--- config.mk ---
export PLATFORM = sky130hd
export DESIGN_NAME = bcd_decode
export DESIGN_NICKNAME = d
export VERILOG_FILES = /design/src/inc/bcd_pkg.sv /design/src/hw/bcd_decode.sv
export VERILOG_INCLUDE_DIRS = /design/src /design/src/inc
export SDC_FILE = /design/constraint.sdc
export NUM_CORES = 1
export LEC_CHECK = 0
export BUFFER_PORTS_ARGS = -buffer_cell sky130_fd_sc_hd__buf_2
export CAP_MARGIN = 20
export CORE_MARGIN = 4
export CORE_UTILIZATION = 49
export CTS_CLUSTER_DIAMETER = 30
export DETAILED_ROUTE_END_ITERATION = 12
export PLACE_DENSITY = 0.78
export SLEW_MARGIN = 25
export SYNTH_ARGS = -nofsm -noshare
export SYNTH_HDL_FRONTEND = slang
export SYNTH_SLANG_ARGS = --single-unit
--- constraint.sdc ---
create_clock -name core_clk_i -period 4.5 [get_ports core_clk_i]
set_input_delay 0.45 -clock core_clk_i [delete_from_list [all_inputs] [get_ports core_clk_i]]
set_output_delay 0.45 -clock core_clk_i [all_outputs]
set_load 0.02 [all_outputs]
--- src/inc/bcd_cfg.svh ---
// Constants for the branch and compare decoder
// Assumes a 32-bit address space and 16-bit instruction words
`ifndef BCD_CFG_SVH
`define BCD_CFG_SVH
`define BCD_PC_STEP 32'h0000_0002
`define BCD_SP_STEP 32'h0000_0004
`define BCD_DISP_WORD 8'h00
`define BCD_DISP_LONG 8'hFF
`define BCD_OP_BRANCH 4'h6
`define BCD_OP_CMP 4'hB
`define BCD_COND_BRA 4'h0
`define BCD_COND_BSR 4'h1
`define BCD_CCR_RESET 5'h00
`define BCD_PC_RESET 32'h0000_0000
`define BCD_SP_RESET 32'h0000_0000
`endif

--- src/inc/bcd_pkg.sv ---
// Types for the branch and compare decoder
// Assumes bcd_cfg.svh supplies the constants
package bcd_pkg;
  typedef struct packed {
    logic x;
    logic n;
    logic z;
    logic v;
    logic c;
  } bcd_ccr_t;
  typedef struct packed {
    logic valid;
    logic [15:0] op;
    logic [31:0] ext;
    logic [31:0] op_addr;
    logic [31:0] src;
    logic [31:0] dst;
  } bcd_instr_t;
  typedef enum logic [2:0] {
    BCD_IDLE = 3'b001,
    BCD_EXEC = 3'b010,
    BCD_PUSH = 3'b100
  } bcd_state_t;
endpackage : bcd_pkg

--- src/hw/bcd_decode.sv ---
// Branch and data-register compare decode and execute stage
// Assumes fetch supplies the opcode, up to 32 bits of extension and operands
//
// Overview of operation
// [RULE_01] Taken conditional branch loads PC plus sign-extended displacement
// [RULE_02] Branch base PC is the opcode address plus two
// [RULE_03] Byte displacement zero selects the following 16-bit word
// [RULE_04] Byte displacement all ones selects the following 32-bit longword
// [RULE_05] Displacements are signed byte distances, sign-extended to 32 bits
// [RULE_06] Software uses word form to branch to the next instruction
// [RULE_07] Subroutine call: SP minus 4, push return address, then jump
// [RULE_08] All three branches leave condition flags unchanged
// [RULE_09] Conditional branch supports fourteen named tests
// [RULE_10] Byte, word and long displacements accepted for every branch
// [RULE_11] Branch always redirects with the same displacement selection
// [RULE_12] Compare subtracts source from destination, flags only, no write
// [RULE_13] Compare works at byte, word or long size on low bits
// [RULE_14] Address and immediate compares are not this compare form
// [RULE_15] Compare sets N Z, V on overflow, C on borrow, keeps X
// [RULE_16] Conditions use the customary N Z V C combinations
// [RULE_17] Length decode reports one, two or three words per branch
`timescale 1ns/1ps
`include "bcd_cfg.svh"
module bcd_decode
  import bcd_pkg::*;
(
  input wire logic core_clk_i,
  input wire logic reset_i,
  input wire bcd_instr_t instr_i,
  output logic [31:0] pc_o,
  output logic pc_load_o,
  output logic [31:0] sp_o,
  output logic [31:0] push_addr_o,
  output logic [31:0] push_data_o,
  output logic push_valid_o,
  output bcd_ccr_t ccr_o,
  output logic [1:0] len_o,
  output logic illegal_o
);
  logic [31:0] pc_reg, pc_next, sp_reg, sp_next;
  logic [31:0] paddr_reg, paddr_next, pdata_reg, pdata_next;
  logic pc_load_reg, pc_load_next, push_reg, push_next;
  logic [1:0] len_reg, len_next;
  logic illegal_reg, illegal_next;
  bcd_ccr_t ccr_reg, ccr_next;
  logic [31:0] base, disp, target, ret;
  logic [3:0] cond;
  logic [7:0] d8;
  logic is_br, is_cmp, taken;
  logic [31:0] res;
  logic rn, sn, dn;
  logic [1:0] sz;

  always_comb
  begin
    cond = instr_i.op[11:8];
    d8 = instr_i.op[7:0];
    is_br = instr_i.op[15:12] == `BCD_OP_BRANCH;
    base = instr_i.op_addr + `BCD_PC_STEP; // [RULE_02]
    // Displacement form select [RULE_10]
    if (d8 == `BCD_DISP_WORD)
      disp = {{16{instr_i.ext[31]}}, instr_i.ext[31:16]}; // [RULE_03]
    else if (d8 == `BCD_DISP_LONG)
      disp = instr_i.ext; // [RULE_04]
    else
      disp = {{24{d8[7]}}, d8}; // [RULE_05]
    target = base + disp; // [RULE_01] [RULE_11]
    // Return address follows any extension words
    if (d8 == `BCD_DISP_WORD)
      ret = base + 32'h0000_0002;
    else if (d8 == `BCD_DISP_LONG)
      ret = base + 32'h0000_0004;
    else
      ret = base;
    // Condition tests [RULE_09] [RULE_16]
    unique case (cond)
      4'h0: taken = 1'b1;
      4'h1: taken = 1'b1;
      4'h2: taken = !ccr_reg.c && !ccr_reg.z;
      4'h3: taken = ccr_reg.c || ccr_reg.z;
      4'h4: taken = !ccr_reg.c;
      4'h5: taken = ccr_reg.c;
      4'h6: taken = !ccr_reg.z;
      4'h7: taken = ccr_reg.z;
      4'h8: taken = !ccr_reg.v;
      4'h9: taken = ccr_reg.v;
      4'hA: taken = !ccr_reg.n;
      4'hB: taken = ccr_reg.n;
      4'hC: taken = ccr_reg.n == ccr_reg.v;
      4'hD: taken = ccr_reg.n != ccr_reg.v;
      4'hE: taken = !ccr_reg.z && (ccr_reg.n == ccr_reg.v);
      4'hF: taken = ccr_reg.z || (ccr_reg.n != ccr_reg.v);
    endcase
    // Data-register compare only: opmode 000/001/010 [RULE_14]
    sz = instr_i.op[7:6];
    is_cmp = instr_i.op[15:12] == `BCD_OP_CMP && !instr_i.op[8]
      && sz != 2'b11;
    res = instr_i.dst - instr_i.src; // [RULE_12]
    // Size select of low-order bits [RULE_13]
    unique case (sz)
      2'b00:
      begin
        rn = res[7];
        sn = instr_i.src[7];
        dn = instr_i.dst[7];
      end
      2'b01:
      begin
        rn = res[15];
        sn = instr_i.src[15];
        dn = instr_i.dst[15];
      end
      default:
      begin
        rn = res[31];
        sn = instr_i.src[31];
        dn = instr_i.dst[31];
      end
    endcase
  end

  always_comb
  begin
    pc_next = pc_reg;
    sp_next = sp_reg;
    paddr_next = paddr_reg;
    pdata_next = pdata_reg;
    pc_load_next = 1'b0;
    push_next = 1'b0;
    len_next = len_reg;
    illegal_next = 1'b0;
    ccr_next = ccr_reg; // [RULE_08]
    if (instr_i.valid && is_br)
    begin
      // Length in words [RULE_17]
      if (d8 == `BCD_DISP_WORD)
        len_next = 2'd2;
      else if (d8 == `BCD_DISP_LONG)
        len_next = 2'd3;
      else
        len_next = 2'd1;
      if (taken)
      begin
        pc_next = target; // [RULE_01] [RULE_11]
        pc_load_next = 1'b1;
      end
      else
        pc_next = ret;
      if (cond == `BCD_COND_BSR)
      begin
        sp_next = sp_reg - `BCD_SP_STEP; // [RULE_07]
        paddr_next = sp_reg - `BCD_SP_STEP;
        pdata_next = ret;
        push_next = 1'b1;
      end
    end
    else if (instr_i.valid && is_cmp)
    begin
      len_next = 2'd1;
      unique case (sz)
        2'b00: ccr_next.z = res[7:0] == 8'h00;
        2'b01: ccr_next.z = res[15:0] == 16'h0000;
        default: ccr_next.z = res == 32'h0000_0000;
      endcase
      ccr_next.n = rn; // [RULE_15]
      ccr_next.v = (dn != sn) && (rn != dn);
      ccr_next.c = (sn & !dn) | (rn & !dn) | (sn & rn);
    end
    else if (instr_i.valid)
      illegal_next = 1'b1;
  end

  always_ff @(posedge core_clk_i)
  begin
    if (reset_i)
    begin
      pc_reg <= `BCD_PC_RESET;
      sp_reg <= `BCD_SP_RESET;
      paddr_reg <= 32'h0000_0000;
      pdata_reg <= 32'h0000_0000;
      pc_load_reg <= 1'b0;
      push_reg <= 1'b0;
      len_reg <= 2'd0;
      illegal_reg <= 1'b0;
      ccr_reg <= `BCD_CCR_RESET;
    end
    else
    begin
      pc_reg <= pc_next;
      sp_reg <= sp_next;
      paddr_reg <= paddr_next;
      pdata_reg <= pdata_next;
      pc_load_reg <= pc_load_next;
      push_reg <= push_next;
      len_reg <= len_next;
      illegal_reg <= illegal_next;
      ccr_reg <= ccr_next;
    end
  end

  assign pc_o = pc_reg;
  assign pc_load_o = pc_load_reg;
  assign sp_o = sp_reg;
  assign push_addr_o = paddr_reg;
  assign push_data_o = pdata_reg;
  assign push_valid_o = push_reg;
  assign ccr_o = ccr_reg;
  assign len_o = len_reg;
  assign illegal_o = illegal_reg;
endmodule : bcd_decode

==> results of run 1 <==
-- worst max path at each step --
stage | start | endpoint | slack [ns] | depth (start not counted)
floorplan | instr_i[134] | pc_o[30] | 0.04 | 19
global placement | instr_i[129] | pc_o[30] | 0.15 | 18
detailed placement | instr_i[132] | pc_o[31] | -0.02 | 17
CTS | instr_i[132] | pc_o[31] | 0.33 | 17
global route | instr_i[132] | pc_o[22] | 0.02 | 18
finish | instr_i[132] | pc_o[31] | 0.24 | 17
-- per-layer routing --
layer | global-route usage (%) | share of wire (%) | vias up
met3 | 4.885 | 8.4 | 95
met4 | 10.95 | 3.8 | 2
met1 | 35.73 | 42 | 5251
met5 | 0 | 0.024 | -
met2 | 43.90 | 46 | 533
li1 | - | - | 5560
-- placed cells by master, fill, tap and decap left out, types with 66 or more instances in the layout --
cell type  instances
a21oi_1          106
buf_2            279
dfxtp_1          103
ha_1              66
inv_1             86
nand2_1          178
nor2_1           120
o21ai_0           80
xnor2_1           90
-- layout make-up --
cell class,count,share of cell area [%]
clock buffer,9,1.849
tap,270,2.774
inverter,87,2.681
sequential,103,16.93
antenna,1,0.02055
multi-input combinational,1140,60.91
clock inverter,7,0.5342
timing repair buffer,325,14.30
-- state kept, by name (all words and copies together), names as in the netlist --
register / flops
push_valid_o: 1
push_data_o: 32
pc_o: 32
push_addr_o: 30
ccr_o: 4
pc_load_o: 1
illegal_o: 1
len_o: 2
-- worst min-delay path, delay by kind of cell --
kind	cells	cell delay, ns
buf+inv	1	0.12
compound gates	1	0.05
simple gates	1	0.06
-- cells by family after synthesis --
| group | count (synthesis) | synth area share, % |
|---|---|---|
| other cells | 1 | 0.03655 |
| simple gates | 540 | 25.89 |
| buf+inv | 180 | 7.964 |
| flops | 103 | 20.10 |
| fa+ha+maj | 71 | 8.733 |
| xor+xnor | 138 | 12.00 |
| compound gates | 365 | 23.21 |
| mux | 21 | 2.061 |
-- metrics by stage --
step | utilization, % | setup slack (ns) | hold slack, ns | TNS [ns]
floorplan | - | 0.03815 | 0.5206 | 0
global placement | 58.18 | 0.1531 | 0.4316 | 0
detailed placement | 58.18 | -0.02235 | 0.4432 | -0.03885
CTS | 59.60 | 0.3301 | 0.3558 | 0
global route | 59.62 | 0.01921 | 0.3582 | 0
finish | 59.62 | 0.2352 | 0.3758 | 0
-- cells in the mapped netlist (all sizes together) (10+ instances only) --
master / instances
clkbuf: 49
a31oi: 15
nor4: 23
a21o: 16
and3: 19
or4: 19
o21a: 11
inv: 86
nor3: 37
nand4: 21
ha: 66
a21oi: 106
o31ai: 10
o21ai: 81
nand2b: 18
nand3: 41
a211oi: 19
nor2: 122
or3: 14
mux2i: 20
xor2: 46
nand2: 178
nor2b: 10
dfxtp: 103
buf: 44
xnor2: 91
-- where the power goes --
part / switching (mW) / internal, mW / total (mW)
combinational: 0.532 / 0.369 / 0.901
sequential: 0.00552 / 0.918 / 0.924
clock: 0.380 / 0.389 / 0.769
total: 0.917 / 1.68 / 2.59
==> impl_metrics.toml, run 1 <==
[clock_tree]
postCtsSetupBuffers = 0
path_clk_slew_ns = 0.08
cts_hold_repair.buffers = 0
cts_tree = "built"
ctsHtreeMaxLevel = 3
cts_buffers = 9
clkSinkCount = 103
clock_path_buffers = 2
clkLatencyLatePin_ns = 0.35
cts.root.buffer_cell = "clkbuf_16"
cts_resized = 0

[routing]
antenna_left = 0
drc = 0
vias = 11440
vias_per_cell = 5.891
dr.first_iter.drc_count = 773
wl_per_cell_um = 17.19
wl_um = 33390
drt-pass1-iter-count = 7

[pwr]
p_leak_nw = 5.532
peakVddDrop_uv = 185.2
powerDensity_nw_per_um2 = 212.9
p_total_mw = 2.593

[setup_path]
r2r_cells = 11
rr_startpoint = "push_addr_o[2]"
worst-path-buf-inv = 1
cp.arrival_ns = 4.55
crit_path_end_kind = "flip-flop"
path_common_cell = "o21ai_0"
cpPeakStageDelay_ns = 0.48
start_kind = "primary input"
crit_path_top_delay_cell = "a2111oi_2"
critPathMaxFanout = 6
reg2reg_slack_ns = 1.32
reg2reg_to = "push_addr_o[30]"
required_ns = 4.78
crit_chain = "buf_2 > nand2_1 > or3_1 > o21ai_0 > nand2_1 > ha_1 > o21ai_0 > o21ai_0 > a21oi_1 > maj3_1 > o31ai_1 > o21a_1 > o2111ai_1 > a2111oi_2 > nand4_1 > o31a_1 > a31oi_1"
worstSetupPathType = "in2reg"
crit_family = "compound AO/OA/AOI/OAI gates"

[placed_design]
portBuffers = 279
dp_hpwl_um = 27660
place.gp.congestion = 1.036
dp_cells = 1925
placedInstanceArea_sq_um = 11890

[sta]
tightest_slew_ns = 1.046
hold_viol_final = 0
fin_worst_skew_ns = 0.01211
setup_violations = 0
fin_crit_ns = 4.265
slew_headroom_pct = 30.00
rsz0062_at_grt = "no"
fin_crit_sh_pct = 94.77
fmax_mhz = 234.5
maxSlewViolCount = 0

[floorplan]
rows = 52
die_x_um = 152.7
pin_count = 285
die_h_um = 152.7
die-area_sq_um = 23310
coreArea_sq_um = 20430
initial_utilization_pct = 50.21

[cells_and_area]
syn2layout_area_growth_pct = 18.72
multi_input_area_sq_um = 7418
layout.nets = 1881
final_cell_area_sq_um = 12180
stdcell_count = 1942
drive_above_1_share_pct = 22.26
fillers = 1947
regArea_sq_um = 2062

[worst_hold_path]
hold_end = "push_data_o[0]"
hp-start = "instr_i[64]"
min_path_cells = 3
hold_path.class = "in2reg"

[synthesis]
synth_top_area_share_pct = 20.10
netlist-cell-type-count = 86
synth-seq-area-share_pct = 20.10
synth_area_leader_cell = "dfxtp_1"
ys.flop_type = "dfxtp_1"
syn_area_sq_um = 10260
synthArstFlopShare_pct = 0
avgSynthCellArea_sq_um = 7.229
synth_warnings = 0
syn_inst = 1419
ys_ff_latch = 103
synth_area_leaders = "dfxtp_1 (20%), ha_1 (8.0%), xnor2_1 (7.7%)"
synth_edf_count = 0

[run]
cap_violations = 0

[grt]
grt_pass1_vias = 10530
antenna_found_initial = 2
track_usage_pct = 27.10
grt_overflow_total = 0
grt_pass1_wl_um = 53200
grt_max_degree = 51

[run_status]
outcome = "completed"
No activity file was read; power rests on OpenSTA's default activity.
==> run 2, diff against run 1 <==
Settings changed: CORE_MARGIN 4 to 5, RECOVER_POWER set to 25.
==> impl_metrics.toml, run 2 (same netlist as run 1, synthesis figures left out) <==
[setup_path]
cp.arrival_ns = 4.52
critPathMaxFanout = 5
required_ns = 4.73
crit_path_end_kind = "flip-flop"
start_kind = "primary input"
reg2reg_slack_ns = 1.25
worstSetupPathType = "in2reg"

[routing]
wl_per_cell_um = 17.18
wl_um = 33290
drt-pass1-iter-count = 6
vias = 11260
vias_per_cell = 5.810
drc = 0
dr.first_iter.drc_count = 790
antenna_left = 0

[floorplan]
die_x_um = 154.7
coreArea_sq_um = 20820
initial_utilization_pct = 49.27
rows = 53
die_h_um = 154.7
pin_count = 285
die-area_sq_um = 23930

[clock_tree]
clock_path_buffers = 2
ctsHtreeMaxLevel = 3
clkLatencyLatePin_ns = 0.35
clkSinkCount = 103
postCtsSetupBuffers = 0
cts_resized = 0
cts_hold_repair.buffers = 0
cts.root.buffer_cell = "clkbuf_16"
cts_tree = "built"
path_clk_slew_ns = 0.08
cts_buffers = 9

[sta]
hold_viol_final = 0
slew_headroom_pct = 27.51
whs_ns = 0.3807
maxSlewViolCount = 0
setup_violations = 0
tightest_slew_ns = 1.083
fmax_mhz = 233.1
fin_worst_skew_ns = 0.01624
layout_setup_ws_ns = 0.2093
fin_crit_ns = 4.291
rsz0062_at_grt = "no"
fin_crit_sh_pct = 95.35

[cells_and_area]
regArea_sq_um = 2062
final_cell_mix = "buf_2 (220), nand2_1 (178), nor2_1 (120)"
antenna-diode-count = 0
final_common_cell = "buf_2"
drive_above_1_share_pct = 18.22
syn2layout_area_growth_pct = 17.51
multi_input_area_sq_um = 7412
final_util_pct = 57.90
layout.nets = 1873
fillers = 2043

[pwr]
power_frac_seq_pct = 35.5
combinationalPowerShare_pct = 34.3
powerDensity_nw_per_um2 = 215.7
power.share.switching_pct = 35.69
p_total_mw = 2.601
peakVddDrop_uv = 164.6
p_int_mw = 1.673
clockPowerShare_pct = 30.2
p_sw_mw = 0.9282
p_leak_nw = 5.240

[placed_design]
pre_cts_ws_ns = -0.08254
portBuffers = 279
place.gp.congestion = 1.045
dp_hpwl_um = 27250

[worst_hold_path]
hold_path.class = "in2reg"

[grt]
track_usage_pct = 26.28
grt_pass1_wl_um = 52270
grt_max_degree = 90
grt_pass1_vias = 10460
antenna_found_initial = 1
grt_overflow_total = 0

[run]
cap_violations = 0

[run_status]
outcome = "completed"
-- run 2: power groups by stage --
stage	Combinational, mW	Sequential [mW]	Clock (mW)
6_report	0.891	0.924	0.785
5_1_grt	0.977	0.925	0.837
4_1_cts	0.879	0.924	0.809
3_5_place_dp	0.874	0.945	0
3_3_place_gp	0.855	0.945	0
2_1_floorplan	0.606	0.954	0
-- run 2: layer usage --
metal  routed length, um  GRT usage [%]  share of wire (%)  vias to the layer above
met2               15510          43.99                 47                      498
met1               13940          33.36                 42                     5127
li1                    -              -                  -                     5541
met4                1115          9.462                3.3                        2
met3                2716          5.624                8.2                       91
met5                  13              0              0.039                        -
-- run 2: worst paths after layout --
path | end | start | cells after the start
min | illegal_o | instr_i[144] | 2
max reg2reg | push_addr_o[30] | push_addr_o[2] | 11
max | pc_o[22] | instr_i[131] | 19
min reg2reg | push_data_o[12] | push_data_o[12] | 2
-- run 2: cell type report --
type	count	area share, %
timing repair buffer	317	13.34
multi-input combinational	1140	61.48
inverter	87	2.709
tap	275	2.854
clock buffer	9	1.868
sequential	103	17.10
clock inverter	7	0.6435
-- run 2: worst max-delay path, cell delays in order --
cell	delay [ns]
buf_2	0.12
nand4_1	0.11
or3_1	0.37
buf_4	0.16
o21ai_0	0.21
nand2_1	0.14
fa_1	0.47
a211oi_1	0.31
o21bai_1	0.11
a21oi_1	0.31
and3_1	0.24
or4b_2	0.17
nand2_1	0.08
buf_4	0.17
a221o_1	0.32
a31oi_1	0.20
o21ai_0	0.13
a222oi_1	0.33
o31ai_1	0.12
-- run 2: metrics by stage --
step / std cells / TNS [ns] / cell area (sq um)
final: 1938 / 0 / 12060
after detailed placement: 1922 / -0.08254 / 11830
after global placement: 1922 / 0 / 11830
after global routing: 1938 / 0 / 12060
after floorplan: 1423 / 0 / 10270
after CTS: 1938 / 0 / 12130
==> run 3, diff against run 2 <==
Settings changed: CORE_UTILIZATION 49 to 54, HOLD_SLACK_MARGIN set to 0.06, PLACE_DENSITY 0.78 to 0.83.
Clock period 4.5 ns to 4 ns, I/O delays scaled along.
==> impl_metrics.toml, run 3 (same netlist as run 1, synthesis figures left out) <==
[cells_and_area]
regArea_sq_um = 2062
drive_above_1_share_pct = 23.75
syn2layout_area_growth_pct = 25.17
final_util_pct = 68.65
final_common_cell = "buf_2"
layout.nets = 1971
fillers = 1646
multi_input_area_sq_um = 7532
final_cell_mix = "buf_2 (221), nand2_1 (177), buf_4 (136)"
final_cell_area_sq_um = 12840

[grt]
antenna_found_initial = 1
grt_pass1_wl_um = 54970
grt_pass1_vias = 11440
grt_max_degree = 90
grt_overflow_total = 0
track_usage_pct = 30.29

[floorplan]
die-area_sq_um = 21850
coreArea_sq_um = 18710
die_x_um = 147.8
pin_count = 285
rows = 50
die_h_um = 147.8
initial_utilization_pct = 54.84

[sta]
fin_crit_ns = 3.784
setup_violations = 0
maxSlewViolCount = 0
fin_worst_skew_ns = 0.01151
fmax_mhz = 264.3
hold_viol_final = 0
rsz0062_at_grt = "yes"
slew_headroom_pct = 37.97
tightest_slew_ns = 0.9305
fin_crit_sh_pct = 94.60
whs_ns = 0.3308

[setup_path]
cp.arrival_ns = 4.05
required_ns = 4.27
crit_start = "instr_i[66]"
rr_startpoint = "push_addr_o[2]"
critPathMaxFanout = 5
start_kind = "primary input"
worstSetupPathType = "in2reg"
crit_path_end_kind = "flip-flop"

[pwr]
clockPowerShare_pct = 28.0
combinationalPowerShare_pct = 37.3
power_frac_seq_pct = 34.7
peakVddDrop_uv = 265.1
power.share.switching_pct = 34.88
p_leak_nw = 5.711
p_total_mw = 2.998
p_int_mw = 1.953
powerDensity_nw_per_um2 = 233.5
p_sw_mw = 1.046

[clock_tree]
clock_path_buffers = 2
cts_hold_repair.buffers = 0
cts.root.buffer_cell = "clkbuf_16"
ctsHtreeMaxLevel = 3
cts_tree = "built"
cts_buffers = 9
path_clk_slew_ns = 0.08
clkLatencyLatePin_ns = 0.36
clkSinkCount = 103

[worst_hold_path]
hold_path.class = "in2reg"
hp-start = "instr_i[144]"

[routing]
antenna_left = 0
drt-pass1-iter-count = 5
vias_per_cell = 5.888
dr.first_iter.drc_count = 771
wl_um = 34590
drc = 0
vias = 11750
wl_per_cell_um = 17.34

[placed_design]
dp_hpwl_um = 28830
placedInstanceArea_sq_um = 12610
portBuffers = 279
place.gp.congestion = 0.9941

[run_status]
outcome = "completed"

[run]
cap_violations = 0
## run 3: critical path, cell delays in order
cell      delay (ns)
buf_2           0.13
ha_1            0.22
nand3_2         0.14
buf_4           0.17
nor4_2          0.42
buf_4           0.20
xor2_1          0.20
nand2b_1        0.07
or4_1           0.57
or4_1           0.58
nor3b_2         0.22
xor2_1          0.33
mux2i_1         0.15
a211oi_1        0.24
## run 3: path summary, 6_finish.rpt
| check | endpoint | slack, ns | cells after the start |
|---|---|---|---|
| max | pc_o[27] | 0.22 | 14 |
| min | illegal_o | 0.33 | 2 |
| max reg2reg | push_addr_o[30] | 0.89 | 11 |
| min reg2reg | push_data_o[12] | 0.45 | 2 |
## run 3: layout make-up
cell class	instances	share of cell area, %
Sequential cell	103	16.06
Clock inverter	6	0.4287
Tap cell	234	2.280
Antenna cell	1	0.01949
Inverter	87	2.543
Multi-Input combinational cell	1140	58.66
Timing Repair Buffer	415	18.26
Clock buffer	9	1.754
## run 3: power groups by stage
stage	clock, mW	sequential (mW)	combinational, mW
finish	0.840	1.04	1.12
global placement	0	1.06	1.07
detailed placement	0	1.06	1.10
CTS	0.853	1.04	1.10
global route	0.898	1.04	1.23
floorplan	0	1.07	0.703
## run 3: what timing repair did
item / 4_1_cts / 5_1_grt
setup buffers: 0 / 0
resized for setup: 0 / 3
endpoints found under the setup margin: 0 / 4
## run 3: metal layers
metal,track usage [%],up-vias,wire length [um]
met3,6.652,91,2857
met2,52.21,516,16200
li1,-,5736,-
met1,36.41,5404,14090
met4,12.89,0,1435
met5,0,-,0
## run 3: stage by stage
step | cells | worst slack, ns | setup TNS (ns)
after floorplan | 1423 | -0.07699 | -0.1319
after global placement | 1979 | -0.01526 | -0.01945
after detailed placement | 1979 | -0.08688 | -0.4441
after CTS | 1994 | 0.2850 | 0
after global routing | 1995 | -0.04591 | -0.05684
final | 1995 | 0.2160 | 0
